$ cat src/hw/bbx_consts.vh
/*
  constants for the backplane bus board interface (bbx): parity lanes, lane masks,
  width codes, status codes, clock divider and fifo sizing.
  assumes it is included once per design file by its bare name.
*/
// Function
// - address then data share 32 lines
// - data valid only while data strobe low
// - even parity per byte, four bits
// - parity error asserts fault line to master
// - interrupt levels ranked one highest, three lowest
// - each level has enable in/out chain
// - master clock four times bus clock
// - bus clock derived from master clock
// - controlling processor drives normal/system line
// - stop line halts controlling processor
// - five-bit status, 01101 first fetch, 01100 later
// - width lines select byte, word, double word
// - multiprocessor request with acknowledge daisy chain
// - acknowledge passes from in to out
// - dma request, release at instruction end; this board releases at the next idle tick, after the access in flight
// - master request, holder releases at instruction end; this board releases at the next idle tick, after the access in flight
// - available signal hands bus between masters
// - wait line extends access until answered
// - power fail warning triggers state save
// - control lines active low, data positive
// - dma burst then processor takes bus back
`ifndef BBX_CONSTS_VH
`define BBX_CONSTS_VH
`define BBX_DATA_W 32
`define BBX_LANES 4
`define BBX_FIFO_DEPTH 4
`define BBX_CLK_DIV 4
`define BBX_DIV_W 2
`define BBX_DIV_HALF 2'h1
`define BBX_DIV_LAST 2'h3
`define BBX_WID_BYTE 2'h3
`define BBX_WID_WORD 2'h1
`define BBX_WID_DWORD 2'h2
`define BBX_WID_RSVD 2'h0
`define BBX_ST_PROG_FIRST 5'h0d
`define BBX_ST_PROG_NEXT 5'h0c
`define BBX_ST_DATA 5'h08
`define BBX_ST_IDLE 5'h00
`define BBX_LANE_MASK_BYTE 4'h1
`define BBX_LANE_MASK_WORD 4'h3
`define BBX_LANE_MASK_DWORD 4'hf
`endif

$ cat src/hw/bbx_parity_lane.v
/*
  one byte lane of the even parity generator and checker.
  assumes the caller masks lanes that the current access width leaves unused.
*/
`timescale 1ns/1ps
`default_nettype none
module bbx_parity_lane (
  input wire [7:0] byte_in,
  input wire par_in,
  input wire used_in,
  output wire par_out,
  output wire bad_out
);
  // even parity: the bit makes the count of ones in nine bits even
  assign par_out = ^byte_in;
  assign bad_out = used_in & (par_out ^ par_in);
endmodule // bbx_parity_lane
`default_nettype wire

$ cat src/hw/bbx_fifo.v
/*
  small synchronous fifo with valid/ready on both sides.
  assumes a single clock and a synchronous active high reset.
*/
`timescale 1ns/1ps
`default_nettype none
module bbx_fifo #(
  parameter WIDTH = 32,
  parameter DEPTH = 4,
  parameter AW = 2
) (
  input wire clk_in,
  input wire rst_in,
  input wire in_valid_in,
  output wire in_ready_out,
  input wire [WIDTH-1:0] in_data_in,
  output wire out_valid_out,
  input wire out_ready_in,
  output reg [WIDTH-1:0] out_data_out
);
  reg [WIDTH-1:0] mem_r [0:DEPTH-1];
  reg [AW-1:0] wr_r;
  reg [AW-1:0] rd_r;
  reg [AW:0] cnt_r;
  reg head_valid_r;
  wire push;
  wire pop_mem;
  wire load_head;
  // head register gives a registered read port; mem holds the rest
  assign load_head = (cnt_r != {(AW+1){1'b0}}) & (~head_valid_r | out_ready_in);
  assign pop_mem = load_head;
  // the head register counts toward the depth, so at most DEPTH words are held
  assign in_ready_out = ((cnt_r + {{AW{1'b0}}, head_valid_r}) != DEPTH[AW:0]);
  assign push = in_valid_in & in_ready_out;
  assign out_valid_out = head_valid_r;
  // storage and pointers
  always @(posedge clk_in) begin
    if (rst_in) begin
      wr_r <= {AW{1'b0}};
      rd_r <= {AW{1'b0}};
      cnt_r <= {(AW+1){1'b0}};
      head_valid_r <= 1'b0;
      out_data_out <= {WIDTH{1'b0}};
    end else begin
      if (push) begin
        mem_r[wr_r] <= in_data_in;
        wr_r <= wr_r + 1'b1;
      end
      if (pop_mem) begin
        out_data_out <= mem_r[rd_r];
        rd_r <= rd_r + 1'b1;
      end
      cnt_r <= cnt_r + {{AW{1'b0}}, push} - {{AW{1'b0}}, pop_mem};
      if (load_head) begin
        head_valid_r <= 1'b1;
      end else if (out_ready_in) begin
        head_valid_r <= 1'b0;
      end
    end
  end
endmodule // bbx_fifo
`default_nettype wire

$ cat src/hw/bbx_board.v
/*
  board-side bus interface of a processor board on a 32-bit multiplexed
  backplane: bus clock divider, address/data strobes, parity, status,
  width select, interrupt and arbitration daisy chains, wait, stop, power fail.
  assumes all inputs synchronous to clk_in (the master clock); bus pins are
  split into input, output and output enable; a testbench resolves the wires.
*/
`timescale 1ns/1ps
`default_nettype none
`include "bbx_consts.vh"
module bbx_board #(
  parameter DW = 32,
  parameter FIFO_DEPTH = 4
) (
  input wire clk_in,
  input wire rst_in,
  // user side: one access request
  input wire req_valid_in,
  output wire req_ready_out,
  input wire req_write_in,
  input wire req_prog_in,
  input wire req_first_in,
  input wire [1:0] req_width_in,
  input wire [DW-1:0] req_addr_in,
  input wire [DW-1:0] req_wdata_in,
  input wire sys_mode_in,
  input wire [2:0] irq_raise_in,
  input wire mp_sync_want_in,
  input wire other_master_want_in,
  output wire rd_valid_out,
  input wire rd_ready_in,
  output wire [DW-1:0] rd_data_out,
  output reg rd_parity_bad_out,
  output reg save_state_out,
  output reg halted_out,
  output reg bus_owned_out,
  output reg [2:0] irq_taken_out,
  output reg mp_sync_granted_out,
  // backplane pins, control lines active low
  output reg bclk_out,
  input wire [DW-1:0] ad_in,
  output reg [DW-1:0] ad_out,
  output reg ad_oe_out,
  input wire [3:0] par_in,
  output reg [3:0] par_out,
  output reg par_oe_out,
  output reg addr_strobe_n_out,
  output reg data_strobe_n_out,
  output reg strobe_oe_out,
  output reg [4:0] transaction_type_code_out,
  output reg byte_sel_out,
  output reg width_sel_b_out,
  output reg normal_mode_out,
  output reg parity_fault_line_oe_out,
  input wire wait_n_in,
  input wire stop_n_in,
  input wire power_fail_warning_n_in,
  output wire [2:0] irq_level_oe_out,
  input wire lvl1_enable_in,
  input wire lvl2_enable_in,
  input wire lvl3_enable_in,
  output wire lvl1_enable_out,
  output wire lvl2_enable_out,
  output wire lvl3_enable_out,
  output reg multiproc_sync_request_oe_out,
  input wire multiproc_ack_in,
  output wire multiproc_ack_out,
  input wire dma_bus_request_n_in,
  input wire dma_grant_in,
  output wire dma_grant_out,
  output reg master_bus_request_oe_out,
  input wire master_grant_in,
  output wire master_grant_out,
  input wire master_available_n_in,
  output reg master_available_oe_out
);
  localparam S_IDLE = 6'h01;
  localparam S_ADDR = 6'h02;
  localparam S_ALAT = 6'h04;
  localparam S_DATA = 6'h08;
  localparam S_DEND = 6'h10;
  localparam S_OFF = 6'h20;

  reg [5:0] state_r;
  reg [5:0] state_nxt;
  reg [`BBX_DIV_W-1:0] div_r;
  reg [DW-1:0] wdata_r;
  reg write_r;
  reg [1:0] width_r;
  reg rd_push_r;
  reg [DW-1:0] rd_word_r;
  reg [2:0] irq_pend_r;
  wire tick;
  wire [3:0] gen_par;
  wire [3:0] lane_bad;
  wire [3:0] lane_used;
  wire rd_fifo_ready;
  wire dma_req;
  wire take_req;

  // bus clock is master clock divided by four; transactions step on its fall
  // reset clears the divider, so the first tick falls four master clocks later
  always @(posedge clk_in) begin
    if (rst_in) begin
      div_r <= {`BBX_DIV_W{1'b0}};
      bclk_out <= 1'b0;
    end else begin
      div_r <= div_r + 1'b1;
      bclk_out <= (div_r >= `BBX_DIV_HALF) && (div_r != `BBX_DIV_LAST);
    end
  end
  assign tick = (div_r == `BBX_DIV_LAST);

  // lane usage by width code; reserved code uses no lane
  assign lane_used = (width_r == `BBX_WID_BYTE) ? `BBX_LANE_MASK_BYTE :
                     (width_r == `BBX_WID_WORD) ? `BBX_LANE_MASK_WORD :
                     (width_r == `BBX_WID_DWORD) ? `BBX_LANE_MASK_DWORD : 4'h0;

  // one checker per byte lane; in the write phase it generates our own bits
  genvar g;
  generate
    for (g = 0; g < `BBX_LANES; g = g + 1) begin : g_lane
      bbx_parity_lane u_lane (
        .byte_in(write_r ? wdata_r[8*g+7:8*g] : ad_in[8*g+7:8*g]),
        .par_in(par_in[g]),
        .used_in(lane_used[g] & ~write_r),
        .par_out(gen_par[g]),
        .bad_out(lane_bad[g])
      );
    end
  endgenerate

  // read data buffer; a full buffer holds off new requests
  bbx_fifo #(
    .WIDTH(DW),
    .DEPTH(FIFO_DEPTH),
    .AW(2)
  ) u_rd_fifo (
    .clk_in(clk_in),
    .rst_in(rst_in),
    .in_valid_in(rd_push_r),
    .in_ready_out(rd_fifo_ready),
    .in_data_in(rd_word_r),
    .out_valid_out(rd_valid_out),
    .out_ready_in(rd_ready_in),
    .out_data_out(rd_data_out)
  );

  assign dma_req = ~dma_bus_request_n_in;
  // new access only while we own the bus, not stopped, and read space exists;
  // a pending dma or master hand-over refuses it, or the strobes would start
  // an access in the very tick that gives the bus away
  assign take_req = (state_r == S_IDLE) & tick & req_valid_in & bus_owned_out
                    & stop_n_in & rd_fifo_ready
                    & ~dma_req & ~other_master_want_in;
  assign req_ready_out = take_req;

  // limitation: one access at a time, taken only from idle on a tick, so
  // back-to-back accesses are five bus ticks apart at best
  // access sequencer: address phase, then data phase on the same lines
  always @* begin
    state_nxt = state_r;
    case (state_r)
      S_IDLE: begin
        if (tick & dma_req & bus_owned_out) begin
          state_nxt = S_OFF;
        end else if (take_req) begin
          state_nxt = S_ADDR;
        end
      end
      S_ADDR: if (tick) state_nxt = S_ALAT;
      S_ALAT: if (tick) state_nxt = S_DATA;
      S_DATA: if (tick & wait_n_in) state_nxt = S_DEND;
      S_DEND: if (tick) state_nxt = S_IDLE;
      S_OFF: if (tick & ~dma_req) state_nxt = S_IDLE;
      default: state_nxt = S_IDLE;
    endcase
  end

  // pin drive and capture per phase
  always @(posedge clk_in) begin
    if (rst_in) begin
      state_r <= S_IDLE;
      ad_out <= {DW{1'b0}};
      ad_oe_out <= 1'b0;
      par_out <= 4'h0;
      par_oe_out <= 1'b0;
      addr_strobe_n_out <= 1'b1;
      data_strobe_n_out <= 1'b1;
      strobe_oe_out <= 1'b0;
      transaction_type_code_out <= `BBX_ST_IDLE;
      byte_sel_out <= 1'b1;
      width_sel_b_out <= 1'b1;
      normal_mode_out <= 1'b1;
      wdata_r <= {DW{1'b0}};
      write_r <= 1'b0;
      width_r <= `BBX_WID_RSVD;
      rd_push_r <= 1'b0;
      rd_word_r <= {DW{1'b0}};
      rd_parity_bad_out <= 1'b0;
      parity_fault_line_oe_out <= 1'b0;
    end else begin
      state_r <= state_nxt;
      rd_push_r <= 1'b0;
      strobe_oe_out <= bus_owned_out & (state_nxt != S_OFF);
      normal_mode_out <= ~sys_mode_in;
      if (take_req) begin
        ad_out <= req_addr_in;
        ad_oe_out <= 1'b1;
        addr_strobe_n_out <= 1'b0;
        wdata_r <= req_wdata_in;
        write_r <= req_write_in;
        width_r <= req_width_in;
        {byte_sel_out, width_sel_b_out} <= req_width_in;
        transaction_type_code_out <= ~req_prog_in ? `BBX_ST_DATA :
          (req_first_in ? `BBX_ST_PROG_FIRST : `BBX_ST_PROG_NEXT);
        par_oe_out <= 1'b0;
      end
      if (state_r == S_ADDR && tick) begin
        addr_strobe_n_out <= 1'b1;
        ad_oe_out <= 1'b0;
      end
      if (state_r == S_ALAT && tick) begin
        data_strobe_n_out <= 1'b0;
        if (write_r) begin
          ad_out <= wdata_r;
          ad_oe_out <= 1'b1;
          par_out <= gen_par;
          par_oe_out <= 1'b1;
        end
      end
      // sample read data and check parity as the strobe ends
      if (state_r == S_DATA && tick && wait_n_in) begin
        data_strobe_n_out <= 1'b1;
        ad_oe_out <= 1'b0;
        par_oe_out <= 1'b0;
        if (!write_r) begin
          rd_word_r <= ad_in;
          rd_push_r <= 1'b1;
          rd_parity_bad_out <= |lane_bad;
          parity_fault_line_oe_out <= |lane_bad;
        end
      end
      if (state_r == S_DEND && tick) begin
        parity_fault_line_oe_out <= 1'b0;
        transaction_type_code_out <= `BBX_ST_IDLE;
      end
    end
  end

  // interrupt requests, held until the enable chain reaches this board
  always @(posedge clk_in) begin
    if (rst_in) begin
      irq_pend_r <= 3'h0;
      irq_taken_out <= 3'h0;
    end else begin
      irq_taken_out <= irq_pend_r & {lvl3_enable_in, lvl2_enable_in, lvl1_enable_in};
      // a new raise wins over the clear taken in the same cycle
      irq_pend_r <= (irq_pend_r & ~irq_taken_out) | irq_raise_in;
    end
  end
  // bit 0 is level one (highest priority), bit 2 level three
  assign irq_level_oe_out = irq_pend_r;
  assign lvl1_enable_out = lvl1_enable_in & ~irq_pend_r[0];
  assign lvl2_enable_out = lvl2_enable_in & ~irq_pend_r[1];
  assign lvl3_enable_out = lvl3_enable_in & ~irq_pend_r[2];

  // grant chains: a requester keeps the grant, others pass it on
  // the dma grant goes on only once our drivers are off the bus
  assign multiproc_ack_out = multiproc_ack_in & ~multiproc_sync_request_oe_out;
  assign dma_grant_out = dma_grant_in & (state_r == S_OFF);
  assign master_grant_out = master_grant_in & ~master_bus_request_oe_out;

  // ownership, master hand-over, sync request, power fail and stop
  // hand-over waits for an idle tick so an access in flight always ends cleanly
  always @(posedge clk_in) begin
    if (rst_in) begin
      bus_owned_out <= 1'b0;
      master_bus_request_oe_out <= 1'b0;
      master_available_oe_out <= 1'b0;
      multiproc_sync_request_oe_out <= 1'b0;
      mp_sync_granted_out <= 1'b0;
      save_state_out <= 1'b0;
      halted_out <= 1'b0;
    end else begin
      multiproc_sync_request_oe_out <= mp_sync_want_in;
      mp_sync_granted_out <= mp_sync_want_in & multiproc_ack_in;
      save_state_out <= ~power_fail_warning_n_in;
      halted_out <= ~stop_n_in;
      // ask for the bus while not owner and a request is waiting
      master_bus_request_oe_out <= ~bus_owned_out & req_valid_in;
      if (~bus_owned_out & master_bus_request_oe_out & master_grant_in
          & master_available_n_in) begin
        bus_owned_out <= 1'b1;
      end else if (bus_owned_out & other_master_want_in & state_r == S_IDLE & tick) begin
        bus_owned_out <= 1'b0;
      end
      // the available line is driven low while this board holds the bus
      master_available_oe_out <= bus_owned_out;
    end
  end
endmodule // bbx_board
`default_nettype wire

$ cat config.mk
export PLATFORM = sky130hd
export DESIGN_NAME = bbx_board
export DESIGN_NICKNAME = d
export VERILOG_FILES = /design/src/hw/bbx_parity_lane.v /design/src/hw/bbx_fifo.v /design/src/hw/bbx_board.v
export VERILOG_INCLUDE_DIRS = /design/src /design/src/hw
export SDC_FILE = /design/constraint.sdc
export NUM_CORES = 1
export LEC_CHECK = 0
export BUFFER_PORTS_ARGS = -buffer_cell sky130_fd_sc_hd__buf_2
export CAP_MARGIN = 5
export CORE_MARGIN = 2
export CORE_UTILIZATION = 53
export CTS_CLUSTER_DIAMETER = 50
export DETAILED_ROUTE_END_ITERATION = 12
export GPL_TIMING_DRIVEN = 0
export PLACE_DENSITY = 0.77
export SLEW_MARGIN = 40
export SYNTH_ARGS = -nofsm -noshare
export SYNTH_HDL_FRONTEND = slang
export SYNTH_HIERARCHICAL = 1
export SYNTH_SLANG_ARGS = --single-unit
$ cat constraint.sdc
create_clock -name clk_in -period 4.3 [get_ports clk_in]
set_input_delay 0.215 -clock clk_in [delete_from_list [all_inputs] [get_ports clk_in]]
set_output_delay 0.215 -clock clk_in [all_outputs]
set_load 0.01 [all_outputs]
# ---- Word level (Yosys, flattened, before mapping)
# Memory sizes are Yosys's and may differ from the RTL's. A register that Yosys moved wholly into a read port is not among the register bits.
# Index checks and enable logic that the tools add are counted.
dict set report totals {
  ff_bits 149
  input_bits 126
  memories 1
  output_inout_bits 105
  latch_bits 0
  ramBits 128
  mem_bits_ro 0
  word_cells 169
}
# memory depth word_bits rd rd_clocked_by_memory_dff write_ports line_no
set memory_table {}
lappend memory_table {u_rd_fifo.mem_r 4 32 1 1 1 bbx_fifo.v:21} ;# reg [WIDTH-1:0] mem_r [0:DEPTH-1];
dict set report classes {
  n_lt_le_gt_ge 1
  n_addsub 6
  shifts 0
  div 0
  mux 35
  eq_ne 13
  bitwise 59
  mul 0
  n_reduce_logical 20
}
# cell count
set op_table {}
lappend op_table {{32-bit 2-to-1 mux} 3}
lappend op_table {{6-bit 2-to-1 mux} 7}
lappend op_table {{1-bit AND} 36}
lappend op_table {{6-bit one-hot mux with 6 select lines} 1}
lappend op_table {{8-bit 2-to-1 mux} 4}
lappend op_table {{8-bit parity} 4}
lappend op_table {{1-bit 2-to-1 mux} 16}
lappend op_table {{1-bit NOT} 14}
lappend op_table {{4-bit 2-to-1 mux} 3}
lappend op_table {{2-bit OR reduction} 4}
lappend op_table {{2-bit by 1-bit adder with 2-bit output (second input constant)} 3}
lappend op_table {{3-bit by 1-bit adder with 3-bit output} 2}
lappend op_table {{3-bit AND} 2}
lappend op_table {{2-bit equality test (second input constant)} 3}
lappend op_table {{6-bit by 1-bit equality test with 1-bit output (second input constant)} 1}
lappend op_table {{6-bit by 2-bit equality test with 1-bit output (second input constant)} 1}
lappend op_table {{6-bit by 3-bit equality test with 1-bit output (second input constant)} 1}
lappend op_table {{6-bit by 4-bit equality test with 1-bit output (second input constant)} 1}
lappend op_table {{6-bit by 5-bit equality test with 1-bit output (second input constant)} 1}
lappend op_table {{6-bit equality test (second input constant)} 1}
lappend op_table {{1-bit logical AND} 6}
lappend op_table {{6-bit != test (second input constant)} 1}
lappend op_table {{2-bit AND reduction} 2}
lappend op_table {{2-bit nonzero test} 2}
lappend op_table {{other kinds (12)} 15}

# ---- Depth between registers and ports, before layout
# Gate-level depths: netlist of the first run.
dict set report depth {
  word_depth 13
  depth_mapped 13
  mapped_depth_nobuf 13
}

# ---- Modules after synthesis
# The synthesis of the first run kept the hierarchy.
# module cells_per_inst instances area_each_um2 seq_area_each_um2
set modules_own_cells {}
lappend modules_own_cells {bbx_fifo 296 1 6138.4 4644.5}
lappend modules_own_cells {bbx_board 697 1 5716.7 2762.6}
lappend modules_own_cells {bbx_parity_lane 10 4 81.3 0.0}

# ---- Worst setup path before layout of the first run
# No wires, ideal clock.
dict set report synth_path {
  path_kind {reg-to-reg}
  from {reg u_rd_fifo.head_valid_r (netlist: u_rd_fifo/out_valid_out)}
  to {mem u_rd_fifo.mem_r[0][0] (enable)}
  arrival_time_ps 3557
  stages_incl_launch_ff 7
  setup_time_ps 468
  required_time_ps 3832
  setup_slack_ps 275
  path_buffers 0
  period_less_slack_ps 4025
  cell_sequence {dfxtp_1 ha_1 ha_1 xnor2_1 o31a_1 inv_2 nor3b_1}
}
dict set report synth_between {
  elab_chain_cells 6
}
# element line_no
set synth_lines {}
lappend synth_lines {{from (decl)} bbx_fifo.v:25} ;# reg head_valid_r;
lappend synth_lines {{from (signal assigned)} bbx_fifo.v:42} ;# head_valid_r <= 1'b0;
lappend synth_lines {{from (signal assigned)} bbx_fifo.v:55} ;# head_valid_r <= 1'b1;
lappend synth_lines {{from (signal assigned)} bbx_fifo.v:57} ;# head_valid_r <= 1'b0;
lappend synth_lines {{3-bit by 1-bit adder with 3-bit output} bbx_fifo.v:33} ;# assign in_ready_out = ((cnt_r + {{AW{1'b0}}, head_valid_r}) != DEPTH[AW:0]);
lappend synth_lines {{3-bit != test} bbx_fifo.v:33}
lappend synth_lines {{1-bit AND} bbx_fifo.v:34} ;# assign push = in_valid_in & in_ready_out;
lappend synth_lines {{1-bit 2-to-1 mux} bbx_fifo.v:45} ;# if (push) begin
lappend synth_lines {{1-bit 2-to-1 mux} bbx_fifo.v:38} ;# if (rst_in) begin
lappend synth_lines {{1-bit 2-to-1 mux (implied by the code)} bbx_fifo.v:46} ;# mem_r[wr_r] <= in_data_in;
lappend synth_lines {{to (decl)} bbx_fifo.v:21}
# No other way between the ends.

# ---- Worst setup path after layout of the first run
dict set report layout_path {
  from {reg write_r}
  to {reg rd_parity_bad_out}
}
dict set report layout_between {
  elab_chain_cells 5
  elab_cells_between_ends 23
  classes_between {4 x mux; 13 x bitwise; 6 x reduce/logical}
}
# element line_no
set layout_lines {}
lappend layout_lines {{from (decl)} bbx_board.v:88} ;# reg write_r;
lappend layout_lines {{from (signal assigned)} bbx_board.v:212} ;# write_r <= req_write_in;
lappend layout_lines {{8-bit 2-to-1 mux} bbx_board.v:124} ;# .byte_in(write_r ? wdata_r[8*g+7:8*g] : ad_in[8*g+7:8*g]),
lappend layout_lines {{8-bit parity} bbx_parity_lane.v:15} ;# assign par_out = ^byte_in;
lappend layout_lines {{via gen_par[1]} bbx_board.v:94} ;# wire [3:0] gen_par;
lappend layout_lines {{1-bit bitwise XOR} bbx_parity_lane.v:16} ;# assign bad_out = used_in & (par_out ^ par_in);
lappend layout_lines {{1-bit AND} bbx_parity_lane.v:16}
lappend layout_lines {{via lane_bad[1]} bbx_board.v:95} ;# wire [3:0] lane_bad;
lappend layout_lines {{4-bit OR reduction} bbx_board.v:240} ;# rd_parity_bad_out <= |lane_bad;
lappend layout_lines {{to (signal assigned)} bbx_board.v:240}
lappend layout_lines {{to (decl)} bbx_board.v:33} ;# output reg rd_parity_bad_out,
# The timed path passes the listed nets, and every way through them passes these cells.
# A chain may end at the register's enable or synchronous reset.

==> metrics.md, run 1 <==
| Metric | Value |
|---|---|
| Status | `finished, final reports clean` |
| Mapped Cells | `1033` |
| Clock Skews | `slightly below 0.02 ns` |
| Reg2Reg Depth | `10` |
| Hold Path Cell Cnt | `3` |
| Dpl ws | `0.815 ns` |
| Cts bufs inserted | `31` |
| Initial Util | `54.0%` |
| Area Growth Syn to Fin | `31.8%` |
| DP HPWL | `22.8 mm` |
| Core footprint | `0.0226 mm²` |
| Vias in the first global route | `roughly 10000` |
| HP Start | `dma_bus_request_n_in` |
| Detail Route Antenna Nets | `0` |
| VDD IR max | `0.303 mV` |
| Most used DFF post-synth | `dfxtp_1` |
| Final instance area | `0.0160 mm²` |
| Worst EP arrival | `3.86 ns` |
| WS Path Type | `flip-flop to flip-flop` |
| First-pass GRT wire length | `53.6 mm` |
| CTS tree | `built` |
| Clk buf depth | `3` |
| Max-Cap Viols | `0` |
| Clk root buf | `clkbuf_16` |
| Avg Inst Size Synth | `between 10 and 15 µm²` |
| Fin cells | `roughly 1700` |
| Grt ovf | `0` |
| Clock latency on the worst-skew pair | `0.56 ns` |
| R2R Path End | `rd_parity_bad_out$_SDFFE_PP0P_` |
| WHS Endpoint | `strobe_oe_out$_SDFF_PP0_` |
| Worst path required time | `4.71 ns` |
| RSZ-0062 raised after global routing | `false` |
| CTS H-tree lvls | `1` |
| Residual DRC | `0` |
| Placed cells | `1567` |
| Buffers on Ports | `around 230` |
| Final min period | `3.45 ns` |
| Die ar. | `about 0.024 mm²` |
| Async set-reset flop share out of synthesis | `0%` |
| CP Max Fanout | `10` |
| Initial antenna violation count | `4` |
| Yosys reg bits | `306` |
| Reg2reg start | `write_r$_SDFFE_PP0N_` |
| Vias per Instance | `5.65` |
| Slew @ Worst Pin | `approximately 0.73 ns` |
| Yosys warns | `6` |
| Post-cts sizing count | `0` |
| Drt initial violations | `roughly 900` |
| Setup WS post-layout | `~0.85 ns` |
| Site row count | `55` |
| Clk pin slew, worst setup/hold paths | `0.06 ns` |
| Reg2reg setup slack | `about 0.85 ns` |
| Sequential-to-total area share from yosys stat | `between 60% and 70%` |
| Final setup viols | `0` |
| Chip height | `~160 µm` |
| Final worst-path cycle share | `80.2%` |
| CTS Sinks | `306` |
| Normalized max-slew margin | `51.0%` |
| WL final | `34.4 mm` |
| Crit start category | `flip-flop` |
| Unique cell type count in the Yosys netlist | `62` |
| Routed wire length per instance | `roughly 20 µm` |
| DR pass1 iterations | `7` |
| Post-Syn Area | `0.0122 mm²` |
| Number of nets in the layout | `1569` |
| Die width | `156 µm` |
| Count of final hold-check violations | `0` |
| Min-Delay Path Class | `primary input to flip-flop` |
| PwrDens | `411 mW/mm²` |
| Fmax | `290 MHz` |
| GR Util All Layers | `28.2%` |
| Layout cells sized above 1 | `29.3%` |
| Pin count of the biggest net entering global routing | `16` |
| Gp weighted congestion | `0.909` |
| Crit. End Element | `flip-flop` |
| Area after DPL | `0.0138 mm²` |
| # IOs | `around 230` |
| Final Max Slew Viols | `0` |
| Post-synth EDFFs | `128` |
| Total number of vias | `9864` |
| P_leak | `0.00655 µW` |
-- cell usage in the layout (no fill, tap or decap), types with 4 or more instances in the layout --
master         instances
clkinv_2               8
nor2_1                60
mux4_2                32
buf_4                 22
clkinv_1               4
mux2i_1                5
clkbuf_16             31
nor4_1                 5
edfxtp_1             128
xor2_1                 7
mux2_2                32
nand2_1              225
o21ai_0                7
nor3b_2                4
a311oi_2               5
inv_1                 11
clkbuf_1              30
a311oi_1              29
xnor2_1               25
nand2b_1               9
buf_2                253
a22o_1                32
nor2b_1               18
diode_2                5
nor3_1                 7
ha_1                  11
a21oi_1               86
buf_6                 10
or3_1                  4
dfxtp_1              178
dlygate4sd3_1        116
inv_6                  4
-- sequential cells by signal (all words and copies together), names as in the netlist, 2 cells and up --
register / cells
u_rd_fifo/mem_r: 128
ad_out: 32
rd_word_r: 32
u_rd_fifo/out_data_out: 32
wdata_r: 32
state_r: 6
par_out: 4
irq_level_oe_out: 3
irq_taken_out: 3
transaction_type_code_out: 3
u_rd_fifo/cnt_r: 3
u_rd_fifo/rd_r: 2
u_rd_fifo/wr_r: 2
width_r: 2
-- cell type report --
class                           instances  area (µm²)
Antenna cell                            5        12.5
Buffer                                 69         383
Clock buffer                           35         821
Clock inverter                         23         211
Fill cell                            1494        6520
Inverter                               13        50.0
Multi-Input combinational cell        646        4360
Sequential cell                       306        7410
Tap cell                              285         357
Timing Repair Buffer                  364        2440
-- power by group --
group	leakage (µW)	switching [µW]	total, µW	internal (µW)
clock network	0.000505	1160	2680	1510
logic	0.00312	443	854	411
registers	0.00293	33.0	3070	3030
-- worst max-delay path by stage --
stage / startpoint / end
after global placement: u_rd_fifo/out_valid_out$_SDFFE_PP0P_ / u_rd_fifo/mem_r[1][9]$_DFFE_PP_
after global routing: write_r$_SDFFE_PP0N_ / rd_parity_bad_out$_SDFFE_PP0P_
final: write_r$_SDFFE_PP0N_ / rd_parity_bad_out$_SDFFE_PP0P_
after CTS: write_r$_SDFFE_PP0N_ / rd_parity_bad_out$_SDFFE_PP0P_
after detailed placement: write_r$_SDFFE_PP0N_ / rd_parity_bad_out$_SDFFE_PP0P_
after floorplan: u_rd_fifo/out_valid_out$_SDFFE_PP0P_ / u_rd_fifo/mem_r[0][0]$_DFFE_PP_
-- synthesized netlist by cell type, types with 3 or more instances --
cell type  count  area, µm²
nor3b_1        5       37.5
buf_1          3       11.3
nor4_1         5       31.3
a311oi_2       5       75.1
nand2b_1       9       56.3
buf_4          6       45.0
a311oi_1      29        254
nand2_1      225        845
buf_6         10        113
or3_1          4       25.0
nor3_1         7       35.0
xor2_1         7       61.3
nor2_1        60        225
a21oi_1       86        430
buf_2         21        105
nor2b_1       18        113
a22o_1        32        280
edfxtp_1     128       3840
clkbuf_1      29        109
dfxtp_1      178       3560
ha_1          11        138
xnor2_1       25        219
mux4_2        32        721
inv_1         11       41.3
mux2i_1        5       50.1
o21ai_0        7       35.0
mux2_2        32        360
-- through the flow --
step	setup TNS (ns)	utilization [%]	hold slack, ns	total power (µW)
global route	0	71.1	0.0802	6810
detailed placement	0	61.3	0.374	3900
global placement	-166.55	60.6	0.371	3880
floorplan	0	-	0.287	3670
finish	0	71.1	0.0514	6590
CTS	0	71.0	0.0237	6620
-- logic make-up (layout without fill, tap and decap cells) --
family | count (synthesis) | count (layout) | synth area share [%]
AND/OR/NAND/NOR | 358 | 358 | 12.8
AO/OA/AOI/OAI | 172 | 172 | 9.79
buffers and inverters | 82 | 504 | 3.55
multiplexers | 70 | 70 | 9.38
flip-flops | 306 | 306 | 60.8
adder cells (fa/ha/maj) | 12 | 12 | 1.29
XOR/XNOR | 32 | 32 | 2.30
other | 1 | 7 | 0.0308
-- critical path, stage by stage, from the launching register on --
cell and delay [ns]:
dfxtp_1 0.38, buf_1 0.47, clkbuf_1 0.46, mux2_2 0.40
xnor2_1 0.24, xnor2_1 0.13, xnor2_1 0.33, mux2i_1 0.12
or4_1 0.53, nor2_1 0.16, nor3_1 0.06
-- repair_timing --
| item | CTS | global route |
|---|---|---|
| endpoints found under the hold margin | 117 | 0 |
| hold buffers | 116 | 0 |
| setup buffers | 0 | 0 |
-- per-layer routing --
metal / GRT usage [%] / wire, µm / part of all wire [%] / vias up
li1: - / - / - / 4482
met5: 0 / 0 / 0 / -
met2: 49.9 / 17200 / 50 / 518
met1: 34.8 / 13500 / 39 / 4752
met3: 4.50 / 2310 / 6.7 / 112
met4: 11.1 / 1430 / 4.2 / 0
No activity file was read; power rests on OpenSTA's default activity.
==> inputs of run 2 (changes only) <==
Settings changed: CORE_UTILIZATION 53 to 50, PLACE_DENSITY 0.77 to 0.76.
Clock period 4.3 ns to 3 ns, I/O delays scaled along.
==> metrics.md, run 2 (synthesized netlist as in run 1, its figures left out) <==
| Metric | Value |
|---|---|
| Status | `finished, final reports clean` |
| Final setup viols | `0 (unchanged)` |
| PwrDens | `592 mW/mm² (+44%)` |
| Initial antenna violation count | `3 (-1)` |
| Vias per Instance | `5.35 (-5.3%)` |
| Total number of vias | `9546 (-3.2%)` |
| Area Growth Syn to Fin | `32.7%` |
| Buffers on Ports | `228 (unchanged)` |
| Final instance area | `0.0162 mm² (+0.69%)` |
| Routed wire length per instance | `18.8 µm (-4.8%)` |
| Reg area | `0.00741 mm² (unchanged)` |
| GR Util All Layers | `25.7% (-2.5 points)` |
| P_leak | `0.00661 µW (+0.77%)` |
| Clock latency on the worst-skew pair | `0.56 ns (about the same)` |
| Detail Route Antenna Nets | `0 (unchanged)` |
| First-pass GRT wire length | `52.1 mm (-2.8%)` |
| Clock Skews | `0.0317 ns (+0.0118 ns)` |
| Most frequent cells in the layout | `buf_2, nand2_1, dfxtp_1` |
| CTS Sinks | `306 (unchanged)` |
| Commonest non-fill, non-tap cell in the layout | `buf_2` |
| Fill cells | `1754 (+17%)` |
| Die ar. | `0.0256 mm² (+5.8%)` |
| DR pass1 iterations | `5 (-2)` |
| Worst EP arrival | `3.28 ns (-0.58 ns)` |
| Most flop-heavy register | `u_rd_fifo/mem_r` |
| RSZ-0062 raised after global routing | `false` |
| Site row count | `57 (+3.6%)` |
| Cts bufs inserted | `31 (unchanged)` |
| Crit start category | `flip-flop` |
| Final min period | `2.87 ns (-0.574 ns)` |
| Count of final hold-check violations | `0 (unchanged)` |
| # IOs | `231 (unchanged)` |
| Chip height | `160 µm (+2.9%)` |
| Core footprint | `0.0241 mm² (+6.8%)` |
| Residual DRC | `0 (unchanged)` |
| Fmax | `348 MHz (+20%)` |
| Normalized max-slew margin | `50.0% (-1.0 points)` |
| VDD IR max | `0.393 mV (+30%)` |
| CTS tree | `built` |
| Die width | `160 µm (+2.9%)` |
| Gp weighted congestion | `0.910 (+0.12%)` |
| Max reg flops | `128 (unchanged)` |
| CTS H-tree lvls | `1 (unchanged)` |
| Max-Cap Viols | `0 (unchanged)` |
| Crit. End Element | `flip-flop` |
| Min-Delay Path Class | `primary input to flip-flop` |
| Pin count of the biggest net entering global routing | `16 (unchanged)` |
| Slew @ Worst Pin | `0.751 ns (+0.0157 ns)` |
| Clk root buf | `clkbuf_16` |
| Grt ovf | `0 (unchanged)` |
| Setup WS post-layout | `0.125 ns (-0.726 ns)` |
| Final Max Slew Viols | `0 (unchanged)` |
| Clk buf depth | `3 (unchanged)` |
| Fin cells | `1785 (+2.2%)` |
| Final worst-path cycle share | `95.8% (+16 points)` |
| Vias in the first global route | `9692 (-2.7%)` |
| Drt initial violations | `656 (-25%)` |
| WS Path Type | `flip-flop to flip-flop` |
| Design Power | `9560 µW (+45%)` |
| Worst path required time | `3.40 ns (-1.31 ns)` |
| Clk pin slew, worst setup/hold paths | `0.07 ns (about the same)` |
| WL final | `33.5 mm (-2.7%)` |
| Layout cells sized above 1 | `29.6% (+0.23 points)` |
| Number of nets in the layout | `1571 (+0.13%)` |
| Area of the multi-input gates | `0.00438 mm² (+0.34%)` |
| Dpl ws | `-0.609 ns (-1.42 ns)` |
| Placed cells | `1606 (+2.5%)` |
| DP HPWL | `22.4 mm (-1.7%)` |
| Area after DPL | `0.0139 mm² (+0.28%)` |
| CP Max Fanout | `10 (unchanged)` |
| Initial Util | `50.5% (-3.4 points)` |
-- run 2: final cells by class --
cell class                      count  area share (%)
Multi-Input combinational cell    646            27.1
Timing Repair Buffer              367            15.2
Tap cell                          324            2.51
Clock buffer                       40            5.46
Antenna cell                        3          0.0465
Buffer                             68            2.44
Inverter                           13           0.310
Sequential cell                   306            45.8
Clock inverter                     18            1.07
-- run 2: worst paths after layout --
| kind | slack, ns | cells after the start | end | start |
|---|---|---|---|---|
| max | 0.13 | 10 | rd_parity_bad_out$_SDFFE_PP0P_ | write_r$_SDFFE_PP0N_ |
| min | 0.03 | 3 | u_rd_fifo/out_valid_out$_SDFFE_PP0P_ | rd_ready_in |
| max reg2reg | 0.13 | 10 | rd_parity_bad_out$_SDFFE_PP0P_ | write_r$_SDFFE_PP0N_ |
| min reg2reg | 0.44 | 2 | data_strobe_n_out$_SDFFE_PP1P_ | data_strobe_n_out$_SDFFE_PP1P_ |
-- run 2: routing by layer --
| metal | track usage [%] | up-vias | wire (µm) |
|---|---|---|---|
| met5 | 0 | - | 0 |
| met4 | 9.83 | 0 | 1190 |
| met3 | 4.03 | 89 | 2130 |
| met2 | 45.3 | 424 | 16800 |
| met1 | 32.1 | 4550 | 13400 |
| li1 | - | 4483 | - |
-- run 2: report_power, final --
| part | total, µW | switching, µW | internal, µW |
|---|---|---|---|
| sequential | 4390 | 44.3 | 4350 |
| clock | 3920 | 1650 | 2270 |
| combinational | 1250 | 644 | 602 |
| total | 9560 | 2340 | 7220 |
-- run 2: critical path, stage by stage, from the launching register on --
cell     delay [ns]
dfxtp_1        0.40
buf_6          0.18
buf_4          0.20
mux2_2         0.36
xnor2_1        0.25
xnor2_1        0.16
xnor2_2        0.32
mux2i_1        0.12
or4_1          0.53
nor2_1         0.15
nor3_1         0.06
-- run 2: metrics by stage --
step	TNS, ns	util, %	hold WS, ns
CTS	0	67.0	0.0145
finish	0	67.0	0.0329
detailed placement	-1.19	57.6	0.312
global route	0	67.0	0.0284
floorplan	-130.72	-	0.222
global placement	-331.51	57.0	0.310
-- run 2: what timing repair did --
item,4_1_cts,5_1_grt
endpoints found under the hold margin,121,0
setup buffers,0,1
hold buffers,118,0
pin swaps,0,1
resized for setup,9,2
setup endpoints to repair,2,3
